==> src/design/slpwd_pkg.sv <==
// constants for the sleep and watchdog control block
package slpwd_pkg;
    // register byte offsets
    localparam logic [3:0] OFF_STATUS = 4'h0;
    localparam logic [3:0] OFF_WATCHDOG_CONTROL = 4'h4;
    localparam logic [3:0] OFF_POWER_CONTROL_FLAGS = 4'h8;
    localparam logic [3:0] OFF_CONFIG = 4'hc;
    // field positions
    localparam int STATUS_TO_BIT = 4;
    localparam int STATUS_PD_BIT = 3;
    localparam int POWER_CONTROL_FLAGS_WATCHDOG_RESET_CAUSE_FLAG_N_BIT = 4;
    localparam int WDT_PS_LSB = 1;
    localparam int WDT_SWEN_BIT = 0;
    // values after reset
    localparam logic [4:0] PS_RESET = 5'h0b;
    localparam logic SWEN_RESET = 1'h0;
    localparam logic [1:0] MODE_RESET = 2'h3;
    // period select limits: code 0 is 1:32, last valid code 2^23
    localparam logic [4:0] PS_MAX = 5'h12;
    localparam int PRESCALE_BASE_LOG2 = 5;
    localparam int WDT_CNT_W = 24;
    // watchdog mode configuration codes
    localparam logic [1:0] MODE_ALWAYS = 2'h3;
    localparam logic [1:0] MODE_AWAKE = 2'h2;
    localparam logic [1:0] MODE_SOFT = 2'h1;
    localparam logic [1:0] MODE_OFF = 2'h0;
    // timer1 clock source code that stops in sleep
    localparam logic [1:0] T1_SRC_SYSCLK = 2'h0;
    // timing
    localparam int CLK_FREQ_HZ = 100_000_000;
    localparam int LF_FREQ_HZ = 31_000;
    localparam int LF_DIV_CYCLES = CLK_FREQ_HZ / LF_FREQ_HZ;
    localparam int LF_DIV_W = 12;
    // bus answers
    localparam logic [1:0] RESP_OKAY = 2'h0;
    localparam logic [1:0] RESP_SLVERR = 2'h2;
    // sequencer states
    typedef enum logic [1:0] {
        ST_AWAKE,
        ST_ASLEEP,
        ST_OST_WAIT
    } slpwd_state_e;
endpackage : slpwd_pkg

==> src/design/slpwd_sleep_and_watchdog_control.sv <==
// sleep sequencing and watchdog timer with an AXI4-Lite register slave
`timescale 1ns/10ps
// How it works
// - sleep entry clears watchdog, may keep counting
// - sleep entry clears power-down, sets timeout, stops cpu
// - low-frequency oscillator keeps running in sleep
// - timer1 and converter keep running on own clocks
// - io ports hold their state during sleep
// - other resets behave same asleep or awake
// - five wake events, three reset, two resume
// - sleep instruction prefetches next address
// - interrupt wakes if enabled, regardless of global enable
// - resume next instruction, then vector if enabled
// - every wake clears the watchdog
// - pending interrupt with global off makes sleep nop
// - interrupt during sleep completes sleep, wakes at once
// - watchdog expiry without clear resets device
// - watchdog ticks from low-frequency oscillator
// - two-bit mode config selects watchdog activity
// - period selectable, two seconds after any reset
// - watchdog cleared on listed conditions
// - expiry in sleep wakes, updates flags, no reset
// - crystal clock holds watchdog clear until start-up done
// - oscillator divider change leaves watchdog alone
// - five-bit period code, 1:32 doubling, over-range minimum
module slpwd_sleep_and_watchdog_control #(
    parameter int ADDR_W = 4,
    parameter int NUM_IRQ = 8,
    parameter int LF_DIV = slpwd_pkg::LF_DIV_CYCLES
) (
    // clock and reset
    input wire logic clk,
    input wire logic reset_n,
    // core instruction strobes and state
    input wire logic sleepInstr,
    input wire logic watchdogClearInstr,
    input wire logic globalInterruptEnable,
    // interrupt flags and enables
    input wire logic [NUM_IRQ-1:0] irqFlags,
    input wire logic [NUM_IRQ-1:0] irqEnables,
    // reset sources
    input wire logic externalResetPin,
    input wire logic brownoutReset,
    input wire logic powerOnReset,
    // oscillator status
    input wire logic oscFail,
    input wire logic oscStartupTimerRunning,
    input wire logic sysClockIsCrystal,
    input wire logic [1:0] timer1ClockSource,
    input wire logic converterDedicatedOsc,
    // power and wake controls
    output logic cpuClockEnable,
    output logic lowFreqOscEnable,
    output logic timer1RunEnable,
    output logic converterRunEnable,
    output logic ioHoldEnable,
    output logic prefetchNext,
    output logic wakeResume,
    output logic isrVector,
    output logic deviceReset,
    // axi4-lite write address and data
    input wire logic [ADDR_W-1:0] awaddr,
    input wire logic awvalid,
    output logic awready,
    input wire logic [31:0] wdata,
    input wire logic [3:0] wstrb,
    input wire logic wvalid,
    output logic wready,
    // axi4-lite write response
    output logic [1:0] bresp,
    output logic bvalid,
    input wire logic bready,
    // axi4-lite read
    input wire logic [ADDR_W-1:0] araddr,
    input wire logic arvalid,
    output logic arready,
    output logic [31:0] rdata,
    output logic [1:0] rresp,
    output logic rvalid,
    input wire logic rready
);

    typedef struct packed {
        slpwd_pkg::slpwd_state_e state;
        logic [slpwd_pkg::LF_DIV_W-1:0] lfDiv;
        logic [slpwd_pkg::WDT_CNT_W-1:0] wdtCount;
        logic [4:0] periodSelect;
        logic swen;
        logic [1:0] modeConfig;
        logic timeoutFlagN;
        logic powerDownFlagN;
        logic wdtResetCauseN;
        logic wakeByIrq;
        logic cpuClk;
        logic lfOsc;
        logic t1Run;
        logic convRun;
        logic ioHold;
        logic prefetch;
        logic resume;
        logic vector;
        logic devReset;
        logic awready;
        logic wready;
        logic [1:0] bresp;
        logic bvalid;
        logic arready;
        logic [31:0] rdata;
        logic [1:0] rresp;
        logic rvalid;
    } slpwd_regs_s;

    slpwd_regs_s r;
    slpwd_regs_s next_r;

    logic intPending;
    logic resetEvent;
    logic lfTick;
    logic asleep;
    logic wdtActive;
    logic wdtExpire;
    logic wdtClear;
    logic [slpwd_pkg::WDT_CNT_W-1:0] wdtLimit;
    logic [ADDR_W-1:0] wAddr;
    logic [ADDR_W-1:0] rAddr;

    // wake-capable interrupt and reset source decode
    assign intPending = |(irqFlags & irqEnables);
    assign resetEvent = externalResetPin | brownoutReset | powerOnReset;
    assign asleep = (r.state != slpwd_pkg::ST_AWAKE);
    assign wAddr = awaddr;
    assign rAddr = araddr;

    // low-frequency oscillator tick, free-running in every state
    // one pulse every LF_DIV clocks, never gated by the cpu clock
    assign lfTick = (r.lfDiv == slpwd_pkg::LF_DIV_W'(LF_DIV - 1));

    // watchdog activity per mode
    always_comb begin
        case (r.modeConfig)
            slpwd_pkg::MODE_ALWAYS: wdtActive = 1'b1;
            slpwd_pkg::MODE_AWAKE: wdtActive = (r.state == slpwd_pkg::ST_AWAKE);
            slpwd_pkg::MODE_SOFT: wdtActive = r.swen;
            default: wdtActive = 1'b0;
        endcase
    end

    // terminal count from the period code, over-range gives the minimum
    always_comb begin
        if (r.periodSelect > slpwd_pkg::PS_MAX) begin
            wdtLimit = slpwd_pkg::WDT_CNT_W'(1) << slpwd_pkg::PRESCALE_BASE_LOG2;
        end else begin
            wdtLimit = slpwd_pkg::WDT_CNT_W'(1)
                << (slpwd_pkg::PRESCALE_BASE_LOG2 + int'(r.periodSelect));
        end
    end

    assign wdtExpire = wdtActive && lfTick && (r.wdtCount == wdtLimit - 1'b1);

    // next state: bus slave first, hardware events after so they win
    always_comb begin
        next_r = r;
        wdtClear = 1'b0;
        next_r.prefetch = 1'b0;
        next_r.resume = 1'b0;
        next_r.vector = 1'b0;
        next_r.devReset = 1'b0;
        next_r.awready = 1'b0;
        next_r.wready = 1'b0;
        next_r.arready = 1'b0;
        next_r.lfOsc = 1'b1;

        // low-frequency divider, independent of the cpu clock gate
        if (r.lfDiv == LF_DIV[slpwd_pkg::LF_DIV_W-1:0] - 1'b1) begin
            next_r.lfDiv = '0;
        end else begin
            next_r.lfDiv = r.lfDiv + 1'b1;
        end

        // write channel: address and data taken in the same cycle
        if (r.bvalid && bready) begin
            next_r.bvalid = 1'b0;
        end
        if (awvalid && wvalid && !r.awready && !r.bvalid) begin
            next_r.awready = 1'b1;
            next_r.wready = 1'b1;
            next_r.bvalid = 1'b1;
            next_r.bresp = slpwd_pkg::RESP_OKAY;
            case (wAddr)
                slpwd_pkg::OFF_STATUS: ; // flags are read-only
                slpwd_pkg::OFF_WATCHDOG_CONTROL: begin
                    if (wstrb[0]) begin
                        next_r.periodSelect = wdata[slpwd_pkg::WDT_PS_LSB+:5];
                        next_r.swen = wdata[slpwd_pkg::WDT_SWEN_BIT];
                    end
                end
                slpwd_pkg::OFF_POWER_CONTROL_FLAGS: begin
                    if (wstrb[0]) begin
                        next_r.wdtResetCauseN = wdata[slpwd_pkg::POWER_CONTROL_FLAGS_WATCHDOG_RESET_CAUSE_FLAG_N_BIT];
                    end
                end
                slpwd_pkg::OFF_CONFIG: begin
                    if (wstrb[0]) begin
                        next_r.modeConfig = wdata[1:0];
                    end
                end
                default: next_r.bresp = slpwd_pkg::RESP_SLVERR;
            endcase
        end

        // read channel
        if (r.rvalid && rready) begin
            next_r.rvalid = 1'b0;
        end
        if (arvalid && !r.arready && !r.rvalid) begin
            next_r.arready = 1'b1;
            next_r.rvalid = 1'b1;
            next_r.rresp = slpwd_pkg::RESP_OKAY;
            next_r.rdata = '0;
            case (rAddr)
                slpwd_pkg::OFF_STATUS: begin
                    next_r.rdata[slpwd_pkg::STATUS_TO_BIT] = r.timeoutFlagN;
                    next_r.rdata[slpwd_pkg::STATUS_PD_BIT] = r.powerDownFlagN;
                end
                slpwd_pkg::OFF_WATCHDOG_CONTROL: begin
                    next_r.rdata[slpwd_pkg::WDT_PS_LSB+:5] = r.periodSelect;
                    next_r.rdata[slpwd_pkg::WDT_SWEN_BIT] = r.swen;
                end
                slpwd_pkg::OFF_POWER_CONTROL_FLAGS: next_r.rdata[slpwd_pkg::POWER_CONTROL_FLAGS_WATCHDOG_RESET_CAUSE_FLAG_N_BIT] = r.wdtResetCauseN;
                slpwd_pkg::OFF_CONFIG: next_r.rdata[1:0] = r.modeConfig;
                default: next_r.rresp = slpwd_pkg::RESP_SLVERR;
            endcase
        end

        // watchdog counts low-frequency ticks while active
        if (wdtActive && lfTick) begin
            next_r.wdtCount = r.wdtCount + 1'b1;
        end
        if (wdtExpire) begin
            next_r.wdtCount = '0;
        end

        // sleep sequencer
        case (r.state)
            slpwd_pkg::ST_AWAKE: begin
                if (sleepInstr) begin
                    next_r.prefetch = 1'b1;
                    if (!(intPending && !globalInterruptEnable)) begin
                        next_r.state = slpwd_pkg::ST_ASLEEP;
                        wdtClear = 1'b1;
                        next_r.powerDownFlagN = 1'b0;
                        next_r.timeoutFlagN = 1'b1;
                        next_r.cpuClk = 1'b0;
                        next_r.ioHold = 1'b1;
                        next_r.t1Run = (timer1ClockSource != slpwd_pkg::T1_SRC_SYSCLK);
                        next_r.convRun = converterDedicatedOsc;
                    end
                end else if (watchdogClearInstr) begin
                    wdtClear = 1'b1;
                    next_r.timeoutFlagN = 1'b1;
                    next_r.powerDownFlagN = 1'b1;
                end else if (wdtExpire) begin
                    next_r.devReset = 1'b1;
                    next_r.timeoutFlagN = 1'b0;
                    next_r.wdtResetCauseN = 1'b0;
                    next_r.periodSelect = slpwd_pkg::PS_RESET;
                    next_r.swen = slpwd_pkg::SWEN_RESET;
                end
            end
            slpwd_pkg::ST_ASLEEP: begin
                if (intPending || wdtExpire) begin
                    wdtClear = 1'b1;
                    next_r.wakeByIrq = intPending;
                    if (!intPending) begin
                        next_r.timeoutFlagN = 1'b0;
                        next_r.powerDownFlagN = 1'b0;
                        next_r.wdtResetCauseN = 1'b0;
                    end
                    if (sysClockIsCrystal) begin
                        next_r.state = slpwd_pkg::ST_OST_WAIT;
                    end else begin
                        next_r.state = slpwd_pkg::ST_AWAKE;
                        next_r.cpuClk = 1'b1;
                        next_r.ioHold = 1'b0;
                        next_r.t1Run = 1'b1;
                        next_r.convRun = 1'b1;
                        next_r.resume = 1'b1;
                        next_r.vector = intPending && globalInterruptEnable;
                    end
                end
            end
            slpwd_pkg::ST_OST_WAIT: begin
                wdtClear = 1'b1;
                if (!oscStartupTimerRunning) begin
                    next_r.state = slpwd_pkg::ST_AWAKE;
                    next_r.cpuClk = 1'b1;
                    next_r.ioHold = 1'b0;
                    next_r.t1Run = 1'b1;
                    next_r.convRun = 1'b1;
                    next_r.resume = 1'b1;
                    next_r.vector = r.wakeByIrq && globalInterruptEnable;
                end
            end
            default: next_r.state = slpwd_pkg::ST_AWAKE;
        endcase

        // other watchdog clearing conditions
        if (oscFail || oscStartupTimerRunning || !wdtActive) begin
            wdtClear = 1'b1;
        end
        if (wdtClear) begin
            next_r.wdtCount = '0;
        end

        // external, brown-out and power-on resets act the same in any state
        if (resetEvent) begin
            next_r.devReset = 1'b1;
            next_r.state = slpwd_pkg::ST_AWAKE;
            next_r.wdtCount = '0;
            next_r.periodSelect = slpwd_pkg::PS_RESET;
            next_r.swen = slpwd_pkg::SWEN_RESET;
            next_r.cpuClk = 1'b1;
            next_r.ioHold = 1'b0;
            next_r.t1Run = 1'b1;
            next_r.convRun = 1'b1;
            next_r.resume = 1'b0;
            next_r.vector = 1'b0;
            next_r.timeoutFlagN = 1'b1;
            next_r.powerDownFlagN = 1'b1;
        end
    end

    // state register
    always_ff @(posedge clk or negedge reset_n) begin
        if (!reset_n) begin
            r <= '0;
            r.state <= slpwd_pkg::ST_AWAKE;
            r.periodSelect <= slpwd_pkg::PS_RESET;
            r.swen <= slpwd_pkg::SWEN_RESET;
            r.modeConfig <= slpwd_pkg::MODE_RESET;
            r.timeoutFlagN <= 1'b1;
            r.powerDownFlagN <= 1'b1;
            r.wdtResetCauseN <= 1'b1;
            r.cpuClk <= 1'b1;
            r.lfOsc <= 1'b1;
            r.t1Run <= 1'b1;
            r.convRun <= 1'b1;
        end else begin
            r <= next_r;
        end
    end

    // outputs straight from the state register
    assign cpuClockEnable = r.cpuClk;
    assign lowFreqOscEnable = r.lfOsc;
    assign timer1RunEnable = r.t1Run;
    assign converterRunEnable = r.convRun;
    assign ioHoldEnable = r.ioHold;
    assign prefetchNext = r.prefetch;
    assign wakeResume = r.resume;
    assign isrVector = r.vector;
    assign deviceReset = r.devReset;
    assign awready = r.awready;
    assign wready = r.wready;
    assign bresp = r.bresp;
    assign bvalid = r.bvalid;
    assign arready = r.arready;
    assign rdata = r.rdata;
    assign rresp = r.rresp;
    assign rvalid = r.rvalid;

endmodule : slpwd_sleep_and_watchdog_control

==> config.mk <==
export PLATFORM = sky130hd
export DESIGN_NAME = slpwd_sleep_and_watchdog_control
export DESIGN_NICKNAME = d
export VERILOG_FILES = /design/src/design/slpwd_pkg.sv /design/src/design/slpwd_sleep_and_watchdog_control.sv
export SDC_FILE = /design/constraint.sdc
export NUM_CORES = 1
export LEC_CHECK = 0
export BUFFER_PORTS_ARGS = -buffer_cell sky130_fd_sc_hd__buf_2
export CAP_MARGIN = 25
export CORE_ASPECT_RATIO = 0.7
export CORE_MARGIN = 8
export CORE_UTILIZATION = 48
export DETAILED_ROUTE_END_ITERATION = 12
export PLACE_DENSITY_LB_ADDON = 0.2
export SYNTH_ARGS = -nofsm -noshare
export SYNTH_HDL_FRONTEND = slang
export SYNTH_SLANG_ARGS = --single-unit
export TNS_END_PERCENT = 5
==> constraint.sdc <==
create_clock -name clk -period 3.1 [get_ports clk]
set_input_delay 0.465 -clock clk [delete_from_list [all_inputs] [get_ports clk]]
set_output_delay 0.465 -clock clk [all_outputs]
set_load 0.01 [all_outputs]
# After elaboration in Yosys (flattened, before gate mapping)
# Cells that the tools add are included.
[op_classes]
addsub = 4
magnitude_cmp = 1
n_eq_ne = 22
shifts = 1
muxes = 78
bitwise = 3
n_reduce_logical = 39
[ops]
columns = ["op", "count"]
rows = [
  ["2-to-1 mux 24 bit", 4],
  ["2-to-1 mux 36 bit", 1],
  ["2-to-1 mux 6 bit", 6],
  ["2-to-1 mux 2 bit", 16],
  ["2-to-1 mux 30 bit", 1],
  ["2-to-1 mux 1 bit", 28],
  ["adder 24 x 1 -> 24 bit (second input constant)", 1],
  ["equality test 24 bit", 1],
  ["<< shifter 1 x 6 -> 24 bit (first input constant)", 1],
  ["subtractor 24 x 1 -> 24 bit (second input constant)", 1],
  ["2-to-1 mux 3 bit", 7],
  ["inequality test 3 bit (second input constant)", 6],
  ["equality test 4 bit (second input constant)", 4],
  ["adder 12 x 1 -> 12 bit (second input constant)", 1],
  ["equality test 12 bit (second input constant)", 1],
  ["logical AND 1 bit", 12],
  ["2-to-1 mux 12 bit", 1],
  ["one-hot mux 1 bit (3 select lines)", 4],
  ["2-to-1 mux 5 bit", 2],
  ["AND reduction 5 bit", 2],
  ["one-hot mux 3 bit (3 select lines)", 1],
  ["AND 8 bit", 1],
  ["equality test 4 x 3 -> 1 bit (second input constant)", 2],
  ["zero test 4 bit", 2],
  ["25 further kinds", 42],
]
[word_totals]
regBits = 73
inputBits = 79
out_inout_bits = 50
wordCells = 174

# Longest topological paths before layout
[depth]
depth_word = 12
depth_mapped = 12
depth_no_buf = 11

# Worst setup path before layout
# No wires, ideal clock.
[synth_path]
path_kind = "register to register"
from = "register r[58] in the netlist's numbering"
to = "register r (netlist bit cpuClockEnable)"
setup_ps = 83
arrival_ps = 2839
required_time_ps = 3017
setup_slack_ps = 177
path_stages_with_launch = 10
path_buffers = 0
synth_period_minus_slack_ps = 2923
cell_sequence = "dfstp_2 or3_4 or3_1 and2_1 a211o_1 a221o_1 nor4_4 o211a_4 o21ai_2 a221o_1"
[synth_between]
elab_chain_len = 9
word_cells_on_any_way = 10
classes_between = "2 x add/sub; 1 x order compare; 2 x eq/ne; 1 x shift; 1 x mux; 3 x reduce/logical"
[synth_lines]
columns = ["item", "line", "source"]
rows = [
  ["start: declaration", "slpwd_sleep_and_watchdog_control.sv:113", "slpwd_regs_s r;"],
  ["start signal: assignment", "slpwd_sleep_and_watchdog_control.sv:349", "r <= next_r;"],
  ["adder 3 x 5 -> 6 bit", "slpwd_sleep_and_watchdog_control.sv:154", "<< (slpwd_pkg::PRESCALE_BASE_LOG2 + int'(r.periodSelect));"],
  ["<< shifter 1 x 6 -> 24 bit", "slpwd_sleep_and_watchdog_control.sv:153", "wdtLimit = slpwd_pkg::WDT_CNT_W'(1)"],
  ["2-to-1 mux 24 bit (*)", "slpwd_sleep_and_watchdog_control.sv:150", "if (r.periodSelect > slpwd_pkg::PS_MAX) begin"],
  ["subtractor 24 x 1 -> 24 bit (*)", "slpwd_sleep_and_watchdog_control.sv:158", "assign wdtExpire = wdtActive && lfTick && (r.wdtCount == wdtLimit - 1'b1);"],
  ["equality test 24 bit (*)", "slpwd_sleep_and_watchdog_control.sv:158", ""],
  ["logical AND 1 bit (*)", "slpwd_sleep_and_watchdog_control.sv:158", ""],
  ["logical OR 1 bit (*)", "slpwd_sleep_and_watchdog_control.sv:271", "if (intPending || wdtExpire) begin"],
  ["inequality test 3 bit (no source line) (*)", "n/a", ""],
  ["AND reduction 6 bit (no source line) (*)", "n/a", ""],
]
# Every way passes the cells marked *; elsewhere a longest branch is shown, timed or not.
# A chain may end at the register's enable or synchronous reset.

# Worst setup path after layout
[layout_path]
from = "register r[57] in the netlist's numbering"
to = "register r (netlist bit cpuClockEnable)"
# Same word-level chain as after synthesis.

==> results.yml <==
critical_path:
  critPathKind: "register to register"
  cp_max_fo: 10
  r2r_cells: 11
  arrival_ps: 3270
  worstSetupStartpointType: "register"
  endpoint_kind: "register"
  rrSetupSlack_ps: 100
  required_ps: 3360
  timing.rr.start: "r[57]$_DFF_PN1_"
  r2r-end: "cpuClockEnable$_DFFE_PN1P_"
clocking:
  cts_tree: "yes"
  cts_buffers: 9
  root_buffer: "clkbuf_16"
  hold_buffers: 0
  clkLatencyLatePin_ps: 340
  clk_pin_slew_ps: 60
  htreeDepth: 3
  clock_path_buffers: 2
  cts.sinks: 70
drt:
  routedWlPerCell_microns: 16.29
  drt_wl_total_microns: 12250
  ant_nets: 0
  drc: 0
  drt_pass1_iterations: 4
  drt_iter0_drc: 284
  vias: 4029
  detail_route.vias_per_cell: 5.358
global_routing:
  grt_pass1_vias: 3838
  met1_usage: 0.2557
  grt_max_degree: 39
  grt_use_met2: 0.2612
  top_usage_layer: "met2"
  met3_usage: 0.04522
  grt_overflow: 0
  antenna_found_initial: 0
  grt_usage: 0.1810
  grt_pass1_wl_microns: 19430
logic_synthesis:
  synth-main-ff-cell: "dfrtp_1"
  syn_area_per_cell_sq_um: 8.926
  synth_area_sq_mm: 0.004659
  synth_top_area_share: 0.3169
  synth_seq_cells: 70
  ys_top_cells_by_count: "nor2_1 (65), dfrtp_1 (59), buf_4 (38)"
  async_flop_share: 1.000
  synth_cells: 522
  post-synth-top-count-cell: "nor2_1"
  synth_top_area_cell: "dfrtp_1"
  synth-edff-count: 0
  synth.area.top_cells: "dfrtp_1 (32%), dfstp_2 (6.2%), buf_4 (6.1%)"
  ys_seq_area_frac: 0.3789
  ys_warn_count: 0
  synthDistinctLibCells: 70
timing:
  max_slew.worst_pin.slew_ps: 777.7
  finalHoldViolCount: 0
  holdWs_ps: 201.5
  setup_viol: 0
  fin_crit_ps: 3004
  timing.fmax_ghz: 0.3329
  slew_violations: 0
  slew_headroom: 0.4816
  fin_crit_sh: 0.9691
  skew_ps: 6.621
  rsz0062_at_grt: "yes"
min_path:
  min_path_type: "input pin to asynchronous set/reset pin"
cells_and_area:
  n_antenna_cell: 0
  nets: 707
  post-route-util: 0.5990
  area_delta_synth_final_pct: 23.04
  final_cells: 752
  drive_above_1_share: 0.2804
job:
  maxCapViolCount: 0
power:
  max-vdd-ir-drop_uv: 298.4
  p_total_mw: 2.326
  cellLeakagePower_nw: 2.547
  powerDensity_mw_per_mm2: 405.8
floorplan:
  dieArea_sq_mm: 0.01317
  fp-row-count: 30
  core_area_sq_mm: 0.009572
  initial_utilization: 0.4868
  die_w_microns: 133.8
  io_pins: 129
  die_h_microns: 98.43
placed_design:
  placed_cells: 729
  dpl.hpwl_microns: 8997
  gp_congestion: 0.8947
  port_buffers: 70
outcome:
  status: "finished clean"
==> cells by family after synthesis <==
logic type / count (synthesis) / share of synthesized area
and+or+nand+nor: 213 / 0.2379
adders and majority gates: 9 / 0.02417
muxes: 15 / 0.03303
buffers and inverters: 77 / 0.09398
AOI/OAI and AO/OA: 85 / 0.1345
xor gates and xnor gates: 51 / 0.09587
other: 2 / 0.001612
DFF: 70 / 0.3789
==> area by class of cell <==
class,instances,area [sq um]
fillers,851,3839
multi-input cells,404,2664
flip-flops and latches,70,1767
repair buffers,118,758.2
clock buffers,10,239.0
well taps,128,160.2
clock inverters,6,85.08
inverters,16,60.06
==> critical path, cell delays in order (launching register included) <==
cell,delay (ps)
dfstp_2,420
buf_6,160
or4b_1,530
o211ai_1,150
nor2_1,70
o32a_1,340
a221o_1,300
nor4_4,220
buf_4,190
o211a_4,190
o21ai_2,70
a221o_1,300
==> power breakdown <==
part | switching, mW | total (mW) | internal (mW)
Sequential | 0.0198 | 0.971 | 0.951
Clock | 0.409 | 1.13 | 0.723
Combinational | 0.134 | 0.224 | 0.0900
Total | 0.562 | 2.33 | 1.76
==> sequential cells by signal (all words and copies together) (netlist names) <==
register	count
r	50
rdata	6
arready	1
awready	1
bresp	1
bvalid	1
converterRunEnable	1
cpuClockEnable	1
deviceReset	1
ioHoldEnable	1
isrVector	1
prefetchNext	1
rresp	1
rvalid	1
timer1RunEnable	1
wakeResume	1
==> layout by cell type, fill, tap and decap left out, types with 4 or more instances in the layout <==
cell type / instances
o21ai_0: 16
conb_1: 31
xor2_1: 23
a211oi_1: 5
dfstp_2: 11
nand3_1: 26
or3_1: 4
xnor2_1: 27
nand2_1: 35
nand3b_1: 6
nand4_1: 8
dfrtp_1: 58
nor3_1: 15
nand2b_1: 4
ha_1: 9
inv_1: 16
clkbuf_16: 10
buf_2: 70
a22oi_1: 7
mux2i_1: 12
o211ai_1: 4
a21oi_1: 9
buf_4: 42
and3_1: 12
nor2_1: 63
==> worst max-delay path by stage <==
stage | start | cells after the start | endpoint | slack, ps
6_report | r[57]$_DFF_PN1_ | 11 | cpuClockEnable$_DFFE_PN1P_ | 100
5_1_grt | r[60]$_DFF_PN1_ | 12 | cpuClockEnable$_DFFE_PN1P_ | -9
4_1_cts | r[57]$_DFF_PN1_ | 11 | cpuClockEnable$_DFFE_PN1P_ | 8
3_5_place_dp | r[57]$_DFF_PN1_ | 10 | cpuClockEnable$_DFFE_PN1P_ | -30
3_3_place_gp | r[57]$_DFF_PN1_ | 10 | cpuClockEnable$_DFFE_PN1P_ | -140
2_1_floorplan | r[58]$_DFF_PN1_ | 9 | cpuClockEnable$_DFFE_PN1P_ | 180
==> stage by stage <==
stage                     worst slack (ps)  area (sq um)  setup TNS (ps)
after floorplan                      177.1          4768               0
after global placement              -141.9          5234           -3634
after detailed placement            -25.09          5234          -38.08
after CTS                            7.804          5580               0
after global routing                -9.152          5733          -9.152
final                                95.73          5733               0
==> timing repair <==
action | in CTS | in global routing
setup buffers | 1 | 5
gates cloned | 0 | 1
gates resized for setup | 3 | 24
pin swaps | 1 | 10
endpoints found under the setup margin | 28 | 40
endpoints found under the hold margin | 0 | 0
==> metal layers <==
layer | vias to the layer above | share of wire | wire length, microns
li1 | 1964 | - | -
met4 | 0 | 0.013 | 162
met5 | - | 0 | 0
met1 | 1935 | 0.48 | 5942
met2 | 119 | 0.44 | 5362
met3 | 11 | 0.064 | 785
(Power assumes the default switching activity.)
